[config.mk]
export PLATFORM = sky130hd
export DESIGN_NAME = dram_mode_register_bank_b
export DESIGN_NICKNAME = d
export VERILOG_FILES = /design/src/hw/mrb_pkg.sv /design/src/hw/mr_cmd_if.sv /design/src/hw/link_sampler.sv /design/src/hw/setpoint_copy.sv /design/src/hw/dram_mode_register_bank_b.sv
export VERILOG_INCLUDE_DIRS = /design/src /design/src/hw
export SDC_FILE = /design/constraint.sdc
export NUM_CORES = 1
export LEC_CHECK = 0
export ABC_AREA = 1
export BUFFER_PORTS_ARGS = -buffer_cell sky130_fd_sc_hd__buf_4
export CELL_PAD_IN_SITES_DETAIL_PLACEMENT = 1
export CELL_PAD_IN_SITES_GLOBAL_PLACEMENT = 2
export CORE_MARGIN = 5
export CORE_UTILIZATION = 29
export CTS_BUF_LIST = sky130_fd_sc_hd__clkbuf_2
export DETAILED_ROUTE_END_ITERATION = 12
export PLACE_DENSITY_LB_ADDON = 0.1
export SLEW_MARGIN = 20
export SYNTH_ARGS = -nofsm -noshare
export SYNTH_HDL_FRONTEND = slang
export SYNTH_SLANG_ARGS = --single-unit
[constraint.sdc]
create_clock -name clk -period 2.7 [get_ports clk]
set_input_delay 0.135 -clock clk [delete_from_list [all_inputs] [get_ports clk]]
set_output_delay 0.135 -clock clk [all_outputs]
set_load 0.05 [all_outputs]
[src/hw/mrb_cfg.svh]
// offsets, field positions, reset values and timing of the mode register bank
`ifndef MRB_CFG_SVH
`define MRB_CFG_SVH

// mode register addresses
`define MA_REV 8'h07
`define MA_CFG 8'h08
`define MA_VTEST 8'h09
`define MA_ZQ 8'h0A
`define MA_ODT 8'h0B
`define MA_VREF 8'h0C
`define MA_FSP 8'h0D
`define MA_SE 8'h33

// field positions
`define F_SE_CAP 0
`define F_TYPE_LSB 0
`define F_DENS_LSB 2
`define F_WIDTH_LSB 6
`define F_ZQ_RST 0
`define F_DATA_BUS_TERMINATION_LSB 0
`define F_COMMAND_BUS_TERMINATION_LSB 4
`define F_VREF_RANGE 6
`define F_SETPOINT_ACCESS_SELECT 6
`define F_SETPOINT_ACTIVE_SELECT 7

// masks, codes and reset values
`define ODT_MASK 8'h77
`define VREF_MASK 8'h7F
`define ODT_RST 8'h00
`define VREF_RST 8'h4D
`define VTEST_RST 8'h00
`define TYPE_S16 2'h0
`define WIDTH_X16 2'h0
`define ODT_RSVD 3'h7
`define VREF_BASE_R0 9'h064
`define VREF_BASE_R1 9'h0DC

// timing
`define CLK_NS 20
`define DQ_HOLD_NS 160
`define DQ_HOLD_CYC ((`DQ_HOLD_NS + `CLK_NS - 1) / `CLK_NS)

`endif

[src/hw/mrb_pkg.sv]
// types shared by the mode register bank modules
package mrb_pkg;
  typedef struct packed {
    logic wr;
    logic [7:0] ma;
    logic [7:0] op;
  } mr_cmd_s;

  typedef enum logic {DQ_IDLE, DQ_DRIVE} dq_state_e;
endpackage

[src/hw/mr_cmd_if.sv]
// decoded mode register command between sampler and bank
`timescale 1ns/1ps
interface mr_cmd_if;
  logic valid;
  mrb_pkg::mr_cmd_s cmd;
  modport src (output valid, output cmd);
  modport dst (input valid, input cmd);
endinterface

[src/hw/link_sampler.sv]
// samples the controller's command pins and link clock on clk
`timescale 1ns/1ps
module link_sampler (
  // clock and reset
  input wire logic clk,
  input wire logic nrst,
  // command pins
  input wire logic link_ck,
  input wire logic link_cs,
  input wire logic link_we,
  input wire logic [7:0] link_ma,
  input wire logic [7:0] link_op,
  // decoded command
  mr_cmd_if.src cmd
);
  localparam int N = 19;
  logic [N-1:0] raw;
  logic [N-1:0] s1_r;
  logic [N-1:0] s2_r;
  logic [N-1:0] s3_r;
  logic [N-1:0] filt_r;
  logic ck_prev_r;
  logic valid_r;
  mrb_pkg::mr_cmd_s cmd_r;
  logic agree;

  assign raw = {link_ck, link_cs, link_we, link_ma, link_op};

  ////////////////////////////////////////////////////////////////////////////
  // three flops; s1 feeds only s2
  always_ff @(posedge clk) begin
    if (!nrst) begin
      s1_r <= '0;
      s2_r <= '0;
      s3_r <= '0;
    end else begin
      s1_r <= raw;
      s2_r <= s1_r;
      s3_r <= s2_r;
    end
  end

  // a change counts only once two stages agree
  always_ff @(posedge clk) begin
    if (!nrst) begin
      filt_r <= '0;
    end else begin
      filt_r <= (s2_r & ~(s2_r ^ s3_r)) | (filt_r & (s2_r ^ s3_r));
    end
  end

  assign agree = filt_r[N-1] & ~ck_prev_r;

  ////////////////////////////////////////////////////////////////////////////
  // pins must hold from before the rising link edge to its falling edge
  always_ff @(posedge clk) begin
    if (!nrst) begin
      ck_prev_r <= 1'b0;
      valid_r <= 1'b0;
      cmd_r <= '0;
    end else begin
      ck_prev_r <= filt_r[N-1];
      valid_r <= agree & filt_r[N-2];
      cmd_r <= filt_r[N-3:0];
    end
  end

  assign cmd.valid = valid_r;
  assign cmd.cmd = cmd_r;
endmodule

[src/hw/setpoint_copy.sv]
// one mode register held twice, once per frequency set point
`timescale 1ns/1ps
module setpoint_copy #(
  parameter logic [7:0] RST = 8'h00,
  parameter logic [7:0] MASK = 8'hFF
) (
  // clock and reset
  input wire logic clk,
  input wire logic nrst,
  // write side
  input wire logic wr_en,
  input wire logic wr_sel,
  input wire logic [7:0] wdata,
  // read and apply
  input wire logic act_sel,
  output logic [7:0] rdata,
  output logic [7:0] act_data
);
  logic [7:0] copy_r [2];

  // only the selected copy changes
  always_ff @(posedge clk) begin
    if (!nrst) begin
      copy_r[0] <= RST;
      copy_r[1] <= RST;
    end else if (wr_en) begin
      copy_r[wr_sel] <= wdata & MASK;
    end
  end

  assign rdata = copy_r[wr_sel];
  assign act_data = copy_r[act_sel];
endmodule

[src/hw/dram_mode_register_bank_b.sv]
// mode register bank: identity, configuration, termination and reference
`timescale 1ns/1ps
`include "mrb_cfg.svh"

// Overview of operation
// - capability bit 0 reports single-ended support
// - bits 7:1 return fixed revision code
// - config bits 1:0 report prefetch type
// - config bits 5:2 report die density
// - config bits 7:6 report data width
// - calibration bit 0 resets impedance to default
// - grounded calibration pin ignores calibration commands
// - data termination code, zero off, seven reserved
// - command termination same coding, bits 3,7 reserved
// - access select picks copy for writes, reads
// - active select picks applied copy only
// - reference level codes up to 110010; higher codes are kept as written
// - bit 6 picks reference range, one at reset
// - level maps linearly, 0.4 percent per step
// - reference read drives eight bits, reserved zero
// - range and level kept until write or reset
// - single-ended enable only if capability set
// - select bits sit in control bits 6,7
module dram_mode_register_bank_b #(
  parameter logic [6:0] REV_CODE = 7'h2A, // arbitrary value
  parameter logic SE_CAP = 1'b1,
  parameter logic [3:0] DENSITY = 4'h6
) (
  // clock and reset
  input wire logic clk,
  input wire logic nrst,
  // command pins from the controller
  input wire logic link_ck,
  input wire logic link_cs,
  input wire logic link_we,
  input wire logic [7:0] link_ma,
  input wire logic [7:0] link_op,
  // calibration pin strap, high when tied to ground
  input wire logic zq_to_gnd,
  // read data pins
  output logic [7:0] dq_out,
  output logic dq_oe_n,
  // applied settings
  output logic impedance_default_reset_pulse,
  output logic cal_default,
  output logic [2:0] dq_term,
  output logic [2:0] ca_term,
  output logic [5:0] vref_level,
  output logic vref_range,
  output logic [8:0] vref_tenth_pct,
  output logic setpoint_active,
  output logic single_ended_en
);
  localparam logic [3:0] HOLD = 4'(`DQ_HOLD_CYC);

  mr_cmd_if cmd ();
  logic wr_hit;
  logic rd_hit;
  logic [7:0] rev_val;
  logic [7:0] cfg_val;
  logic [7:0] odt_rd;
  logic [7:0] odt_act;
  logic [7:0] vref_rd;
  logic [7:0] vref_act;
  logic [7:0] rd_val;
  logic [7:0] vtest_r;
  logic setpoint_access_select_r;
  logic setpoint_active_select_r;
  logic zq_s1_r;
  logic zq_s2_r;
  logic zq_s3_r;
  logic zq_filt_r;
  logic [1:0] strap_cnt_r;
  logic strap_taken_r;
  logic zq_gnd_r;
  logic zq_pulse_r;
  logic cal_def_r;
  logic [7:0] dq_out_r;
  logic dq_oe_n_r;
  logic [3:0] hold_r;
  mrb_pkg::dq_state_e dq_st_r;
  logic [2:0] dq_term_r;
  logic [2:0] ca_term_r;
  logic [5:0] vref_level_r;
  logic vref_range_r;
  logic [8:0] vref_pct_r;
  logic se_en_r;

  function automatic logic is_ma(input logic [7:0] ma, input logic [7:0] target);
    is_ma = (ma == target);
  endfunction

  link_sampler u_sampler (
    .clk(clk),
    .nrst(nrst),
    .link_ck(link_ck),
    .link_cs(link_cs),
    .link_we(link_we),
    .link_ma(link_ma),
    .link_op(link_op),
    .cmd(cmd)
  );

  assign wr_hit = cmd.valid & cmd.cmd.wr;
  assign rd_hit = cmd.valid & ~cmd.cmd.wr;

  ////////////////////////////////////////////////////////////////////////////
  // set point copies of termination and reference
  setpoint_copy #(.RST(`ODT_RST), .MASK(`ODT_MASK)) u_odt (
    .clk(clk),
    .nrst(nrst),
    .wr_en(wr_hit & is_ma(cmd.cmd.ma, `MA_ODT)),
    .wr_sel(setpoint_access_select_r),
    .wdata(cmd.cmd.op),
    .act_sel(setpoint_active_select_r),
    .rdata(odt_rd),
    .act_data(odt_act)
  );

  // reset restores range one, level 001101
  setpoint_copy #(.RST(`VREF_RST), .MASK(`VREF_MASK)) u_vref (
    .clk(clk),
    .nrst(nrst),
    .wr_en(wr_hit & is_ma(cmd.cmd.ma, `MA_VREF)),
    .wr_sel(setpoint_access_select_r),
    .wdata(cmd.cmd.op),
    .act_sel(setpoint_active_select_r),
    .rdata(vref_rd),
    .act_data(vref_act)
  );

  ////////////////////////////////////////////////////////////////////////////
  // capability bit and revision code
  assign rev_val = {REV_CODE, SE_CAP};
  // type, density and width, all fixed
  assign cfg_val = {`WIDTH_X16, DENSITY, `TYPE_S16};

  // read mux, unmapped and write-only read zero
  always_comb begin
    rd_val = 8'h00;
    if (is_ma(cmd.cmd.ma, `MA_REV)) begin
      rd_val = rev_val;
    end else if (is_ma(cmd.cmd.ma, `MA_CFG)) begin
      rd_val = cfg_val;
    end else if (is_ma(cmd.cmd.ma, `MA_VTEST)) begin
      rd_val = vtest_r;
    end else if (is_ma(cmd.cmd.ma, `MA_ODT)) begin
      rd_val = odt_rd;
    end else if (is_ma(cmd.cmd.ma, `MA_VREF)) begin
      rd_val = vref_rd;
    end
  end

  ////////////////////////////////////////////////////////////////////////////
  // set point selects; other control bits not held here
  always_ff @(posedge clk) begin
    if (!nrst) begin
      setpoint_access_select_r <= 1'b0;
      setpoint_active_select_r <= 1'b0;
    end else if (wr_hit && is_ma(cmd.cmd.ma, `MA_FSP)) begin
      setpoint_access_select_r <= cmd.cmd.op[`F_SETPOINT_ACCESS_SELECT];
      setpoint_active_select_r <= cmd.cmd.op[`F_SETPOINT_ACTIVE_SELECT];
    end
  end

  // no write path to identity or configuration
  always_ff @(posedge clk) begin
    if (!nrst) begin
      vtest_r <= `VTEST_RST;
    end else if (wr_hit && is_ma(cmd.cmd.ma, `MA_VTEST)) begin
      vtest_r <= cmd.cmd.op;
    end
  end

  always_ff @(posedge clk) begin
    if (!nrst) begin
      se_en_r <= 1'b0;
    end else if (wr_hit && is_ma(cmd.cmd.ma, `MA_SE)) begin
      se_en_r <= SE_CAP & (cmd.cmd.op != 8'h00);
    end
  end

  ////////////////////////////////////////////////////////////////////////////
  // strap pin synchronised, taken once it has settled
  always_ff @(posedge clk) begin
    if (!nrst) begin
      zq_s1_r <= 1'b0;
      zq_s2_r <= 1'b0;
      zq_s3_r <= 1'b0;
      zq_filt_r <= 1'b0;
    end else begin
      zq_s1_r <= zq_to_gnd;
      zq_s2_r <= zq_s1_r;
      zq_s3_r <= zq_s2_r;
      if (zq_s2_r == zq_s3_r) begin
        zq_filt_r <= zq_s2_r;
      end
    end
  end

  // strap must not change after power-up, so it is sampled once
  always_ff @(posedge clk) begin
    if (!nrst) begin
      strap_cnt_r <= 2'h0;
      strap_taken_r <= 1'b0;
      zq_gnd_r <= 1'b0;
    end else if (!strap_taken_r) begin
      strap_cnt_r <= strap_cnt_r + 2'h1;
      if (strap_cnt_r == 2'h3) begin
        strap_taken_r <= 1'b1;
        // filter output lags a cycle, so take its next value
        zq_gnd_r <= (zq_s2_r == zq_s3_r) ? zq_s2_r : zq_filt_r;
      end
    end
  end

  // calibration reset pulse and default flag
  always_ff @(posedge clk) begin
    if (!nrst) begin
      zq_pulse_r <= 1'b0;
      cal_def_r <= 1'b0;
    end else begin
      zq_pulse_r <= 1'b0;
      // grounded pin: default only, commands dropped
      if (zq_gnd_r) begin
        cal_def_r <= 1'b1;
      end else if (wr_hit && is_ma(cmd.cmd.ma, `MA_ZQ) && cmd.cmd.op[`F_ZQ_RST]) begin
        zq_pulse_r <= 1'b1;
        cal_def_r <= 1'b1;
      end
    end
  end

  ////////////////////////////////////////////////////////////////////////////
  // read drives data pins for one link period
  always_ff @(posedge clk) begin
    if (!nrst) begin
      dq_st_r <= mrb_pkg::DQ_IDLE;
      dq_out_r <= 8'h00;
      dq_oe_n_r <= 1'b1;
      hold_r <= 4'h0;
    end else begin
      case (dq_st_r)
        mrb_pkg::DQ_IDLE: begin
          if (rd_hit) begin
            dq_st_r <= mrb_pkg::DQ_DRIVE;
            dq_out_r <= rd_val;
            dq_oe_n_r <= 1'b0;
            hold_r <= HOLD - 4'h1;
          end
        end
        mrb_pkg::DQ_DRIVE: begin
          if (rd_hit) begin
            dq_out_r <= rd_val;
            hold_r <= HOLD - 4'h1;
          end else if (hold_r == 4'h0) begin
            dq_st_r <= mrb_pkg::DQ_IDLE;
            dq_out_r <= 8'h00;
            dq_oe_n_r <= 1'b1;
          end else begin
            hold_r <= hold_r - 4'h1;
          end
        end
        default: begin
          dq_st_r <= mrb_pkg::DQ_IDLE;
          dq_oe_n_r <= 1'b1;
        end
      endcase
    end
  end

  ////////////////////////////////////////////////////////////////////////////
  // only the active copy reaches the outputs
  always_ff @(posedge clk) begin
    if (!nrst) begin
      dq_term_r <= 3'h0;
      ca_term_r <= 3'h0;
      vref_level_r <= 6'h0D;
      vref_range_r <= 1'b1;
      vref_pct_r <= 9'h110;
    end else begin
      dq_term_r <= (odt_act[2:0] == `ODT_RSVD) ? 3'h0 : odt_act[2:0];
      ca_term_r <= (odt_act[6:4] == `ODT_RSVD) ? 3'h0 : odt_act[6:4];
      // codes above 110010 stored as written
      vref_level_r <= vref_act[5:0];
      vref_range_r <= vref_act[`F_VREF_RANGE];
      // tenths of a percent, four per step
      vref_pct_r <= (vref_act[`F_VREF_RANGE] ? `VREF_BASE_R1 : `VREF_BASE_R0)
        + {1'b0, vref_act[5:0], 2'b00};
    end
  end

  assign dq_out = dq_out_r;
  assign dq_oe_n = dq_oe_n_r;
  assign impedance_default_reset_pulse = zq_pulse_r;
  assign cal_default = cal_def_r;
  assign dq_term = dq_term_r;
  assign ca_term = ca_term_r;
  assign vref_level = vref_level_r;
  assign vref_range = vref_range_r;
  assign vref_tenth_pct = vref_pct_r;
  assign setpoint_active = setpoint_active_select_r;
  assign single_ended_en = se_en_r;
endmodule

[After elaboration in Yosys (flattened, before gate mapping)]
Memory sizes are Yosys's and may differ from the RTL's. A register that Yosys moved wholly into a read port is not among the register bits.
Index checks and enable logic that the tools add are counted.
Widths: inputs -> output; s select.
Cells by class
  add/sub/neg operators: 3
  bitwise operators: 16
  eq/ne operators: 17
  reduce and logical (&&, ||, !) cells: 17
  muxes and demuxes: 49
Operator list (number)
  $mux 8: 9
  $eq 8x4->1 const B: 6
  $and 19x19->19: 2
  $mux 1: 31
  $not 19->19: 1
  $or 19x19->19: 1
  $xor 19x19->19: 1
  $pmux 8 s2: 1
  $mux 4: 3
  $add 8x8->9: 1
  $eq 8x3->1 const B: 1
  $eq 8x6->1 const B: 1
  $pmux 4 s2: 1
  $reduce_bool 8->1: 1
  $mux 7: 1
  $reduce_or 7->1: 1
  $and 1x1->1: 6
  $eq 3x3->1 const B: 2
  $mux 6: 1
  $reduce_and 2->1: 3
  $reduce_or 2->1: 3
  $reduce_or 6->1: 1
  $logic_and 1x1->1: 5
  $not 1->1: 5
  12 further kinds: 14
Storage, ports and cells
  input bits: 22
  memories kept: 2
  output and inout port bits: 35
  register bits after elaboration: 152
  memory bits (writable): 26
Memory list
  u_vref.copy_r: words 2, width 7, read ports 2, clocked after memory_dff 2, write ports 2, line setpoint_copy.sv:19  | logic [7:0] copy_r [2];
  u_odt.copy_r: words 2, width 6, read ports 2, clocked after memory_dff 2, write ports 2, line setpoint_copy.sv:19

[Depth between registers and ports, before layout]
  depth after elaboration: 8
  gate-level depth with buffers: 11
  depth with buffers taken out: 11

[Cells and area by module]
From an unflattened synthesis, not the netlist that was laid out.
Unflattened totals
  cell total of the unflattened synthesis: 796
  area total of the unflattened synthesis: 6620.1 um^2
Modules (own cells, without submodules)
  link_sampler: instances 1, cells an instance 314, area each 2798.9 um^2
  dram_mode_register_bank_b: instances 1, cells an instance 326, area each 2457.4 um^2
  setpoint_copy at u_vref: instances 1, cells an instance 84, area each 730.7 um^2
  setpoint_copy at u_odt: instances 1, cells an instance 72, area each 633.1 um^2

[Least setup slack after synthesis]
OpenSTA, ideal clock, no wires.
  path type: register -> register
  from: reg (tool-made name)
  to: reg vref_pct_r[8], in the netlist vref_tenth_pct[8]
  arrival time: 1737 ps
  path slack: 843 ps
  clock period less this slack: 1857 ps
  cell stages (with the launch flop): 9
  path through: dfxtp_1 buf_2 o21ai_0 ha_1 inv_1 nor2_1 o21ai_0 nand2_1 a211o_1
RTL lines
  end signal, assigned: line dram_mode_register_bank_b.sv:288  | vref_pct_r <= (vref_act[`F_VREF_RANGE] ? `VREF_BASE_R1 : `VREF_BASE_R0)
  end, declared: line dram_mode_register_bank_b.sv:86  | logic [8:0] vref_pct_r;

==> results.md <==
- Yosys warnings: 0
- Max Transition Viols Final: 0
- CP top delay family: compound AO/OA/AOI/OAI gates
- Bufs on Longest Clock Path: 2
- Starting Density: 0.295
- CP required: 3.37 ns
- Final Core Density: 0.360
- Final Hold Vio Count: 0
- Final worst path period share: 0.800
- IO Pins: 57
- Mapped Cells: 769
- Period minus WS final: 2.16 ns
- Max-slew headroom at the worst pin: 0.612
- Power share of the sequential group: 0.645
- Starting DRC count in detailed routing: 154
- Peak VDD IR: 0.000216 V
- Wirelength per Cell: 12.4 microns
- EDFF count, synth: 26
- Lkg Pwr: 3.76 nW
- DRC Markers: 0
- Mean post-synth cell area: 8.44 sq um
- Number of cells upsized or downsized after cts: 0
- Crit-path max cell delay: 0.59 ns
- Top cell type's share of synthesized area: 0.469
- Pin count of the biggest net entering global routing: 124
- Synth top cells by count: 188 x nand2_1, 152 x dfxtp_1, 137 x inv_1
- Seq. cell area: 3820 sq um
- Cell with the most instances after synthesis: nand2_1
- Core ar.: 22000 sq um
- Hold path startpoint: u_sampler.s1_r[11]
- Fmax: 463 MHz
- CTS sink cnt: 178
- Synth area leaders: dfxtp_1 47%, edfxtp_1 12%, nand2_1 11%
- GRT Resource Usage Total: 0.120
- Ordered cell list for the critical path: inv_2 > or2_2 > o21ai_0 > fa_1 > nor2_1 > o21ai_0 > nand2_1 > a211o_1
- Initial antenna violation count: 1
- Num CTS Buffers: 17
- Sw frac: 0.271
- Internal: 3.17 mW
- Final nets: 907
- Vias: 5027
- Worst slack, placed: 0.525 ns
- Crit-path max FO: 12
- Fill cell count: 2601
- Hold/Removal Path Class: register to register
- Non-Filler Instances: 1172
- Clock-pin transition on the worst setup and hold timing paths: 0.27 ns
- Worst slew pin tran: 0.581 ns
- Comb power frac: 0.071
- First-pass GRT wire length: 25000 microns
- Worst setup SP type: register
- Cell area power density: 550 nW/um^2
- Number of global-route vias before repair: 5217
- Router iterations before antenna repair: 6
- Number of max-cap violations: 0
- CP bufs+invs: 1
- Status: finished clean
- Routability Congestion: 0.776
- Setup TNS: 0 ns
- Cell variety after synth: 40
- R2R Setup Slk: 0.54 ns
- Placed insts: 1085
- Area leader, netlist: dfxtp_1
- FF+latch count, synth: 178
- Die Y: 160 microns
- Net Switching: 1.18 mW
- Most used DFF post-synth: dfxtp_1
- Die footprint: 25500 sq um
- Area Growth Syn to Fin: 22.0%
- Setup violations, final: 0
- Clock Latency Late Sink: 0.74 ns
- DIE WIDTH: 160 microns
- Clock skew: 0.0381 ns
- Seq/Total Area, Yosys: 0.589
- Via-per-instance ratio: 4.29
- Async SR Flop Fraction: 0
- Critical path type: register to register
- Clock power frac: 0.283
- Critical-path top delay cell: dfxtp_1
- Grt ovf: 0
- Share of cells above drive strength 1: 0.128
- DP Wirelength: 10100 microns
- Area of the multi-input gates: 2010 sq um
- Clk root buf: clkbuf_2
- Crit path DAT: 2.83 ns
- Final worst slack: 0.540 ns
- Port Buf Inserts: 54
- Crit. End Element: register
- CTS tree: yes
- RSZ-0062 raised after global routing: false
- Rows: 54
- CTS H-tree lvls: 4
- Post-route ant nets: 0
- CP most frequent cell: o21ai_0
- Post-Syn Area: 6490 sq um
- Routed wire length: 14500 microns
## final cells by class
class | instances | share of cell area
Sequential cell | 178 | 0.483
Multi-Input combinational cell | 426 | 0.254
Timing Repair Buffer | 113 | 0.126
Inverter | 142 | 0.0673
Tap cell | 280 | 0.0443
Clock inverter | 13 | 0.0128
Clock buffer | 19 | 0.0120
Antenna cell | 1 | 0.000316
## kinds of logic (layout without fill, tap and decap cells)
family | after synthesis | after routing | synth area share
buf+inv | 166 | 287 | 0.101
simple gates | 298 | 298 | 0.196
xor+xnor | 1 | 1 | 0.00135
other cells | 1 | 3 | 0.000578
fa+ha+maj | 7 | 7 | 0.0147
flops | 178 | 178 | 0.589
compound gates | 118 | 118 | 0.0970
## power by group through the flow
stage,Sequential (mW),Clock (mW),Combinational (mW)
final,2.81,1.23,0.311
after global routing,2.82,1.43,0.346
after CTS,2.81,1.33,0.314
after detailed placement,2.86,0,0.254
after global placement,2.86,0,0.247
after floorplan,2.90,0,0.123
## tightest hold or removal path: stages, from the launching register on
cell	delay (ns)
dfxtp_1	0.35
nand2_1	0.05
inv_1	0.03
## cell usage in the layout, fill, tap and decap left out, types with 4 or more instances in the layout
cell type	count
dfxtp_1	152
edfxtp_1	26
nand3_1	14
nand4_1	4
inv_2	5
ha_1	6
buf_4	58
inv_6	5
nor4_1	4
nand2_1	188
dlygate4sd3_1	54
nor2_1	67
clkbuf_2	19
a21oi_1	47
o21ai_0	58
inv_1	137
## worst paths after layout
check                       end  depth (start not counted)
min reg2reg  u_sampler.s2_r[11]                          2
max           vref_tenth_pct[8]                          8
max reg2reg   vref_tenth_pct[8]                          8
min          u_sampler.s2_r[11]                          2
## per-stage QoR
| stage | power (mW) | area (sq um) | hold slack [ns] |
|---|---|---|---|
| after floorplan | 3.03 | 6490 | 0.233 |
| after global placement | 3.11 | 7180 | 0.314 |
| after detailed placement | 3.12 | 7180 | 0.322 |
| after CTS | 4.46 | 7910 | 0.339 |
| after global routing | 4.60 | 7920 | 0.391 |
| final | 4.35 | 7920 | 0.434 |
## what timing repair did
action                                 CTS  global route
hold buffers                            54             0
setup buffers                            0             0
endpoints found under the hold margin  155             0
## metal layers
metal	vias up	share of wire	GRT usage
met5	-	0	0
met4	0	0.014	0.0402
met3	16	0.027	0.0269
met2	55	0.51	0.216
met1	2370	0.45	0.141
li1	2586	-	-
Power figures use the tool's default switching activity.
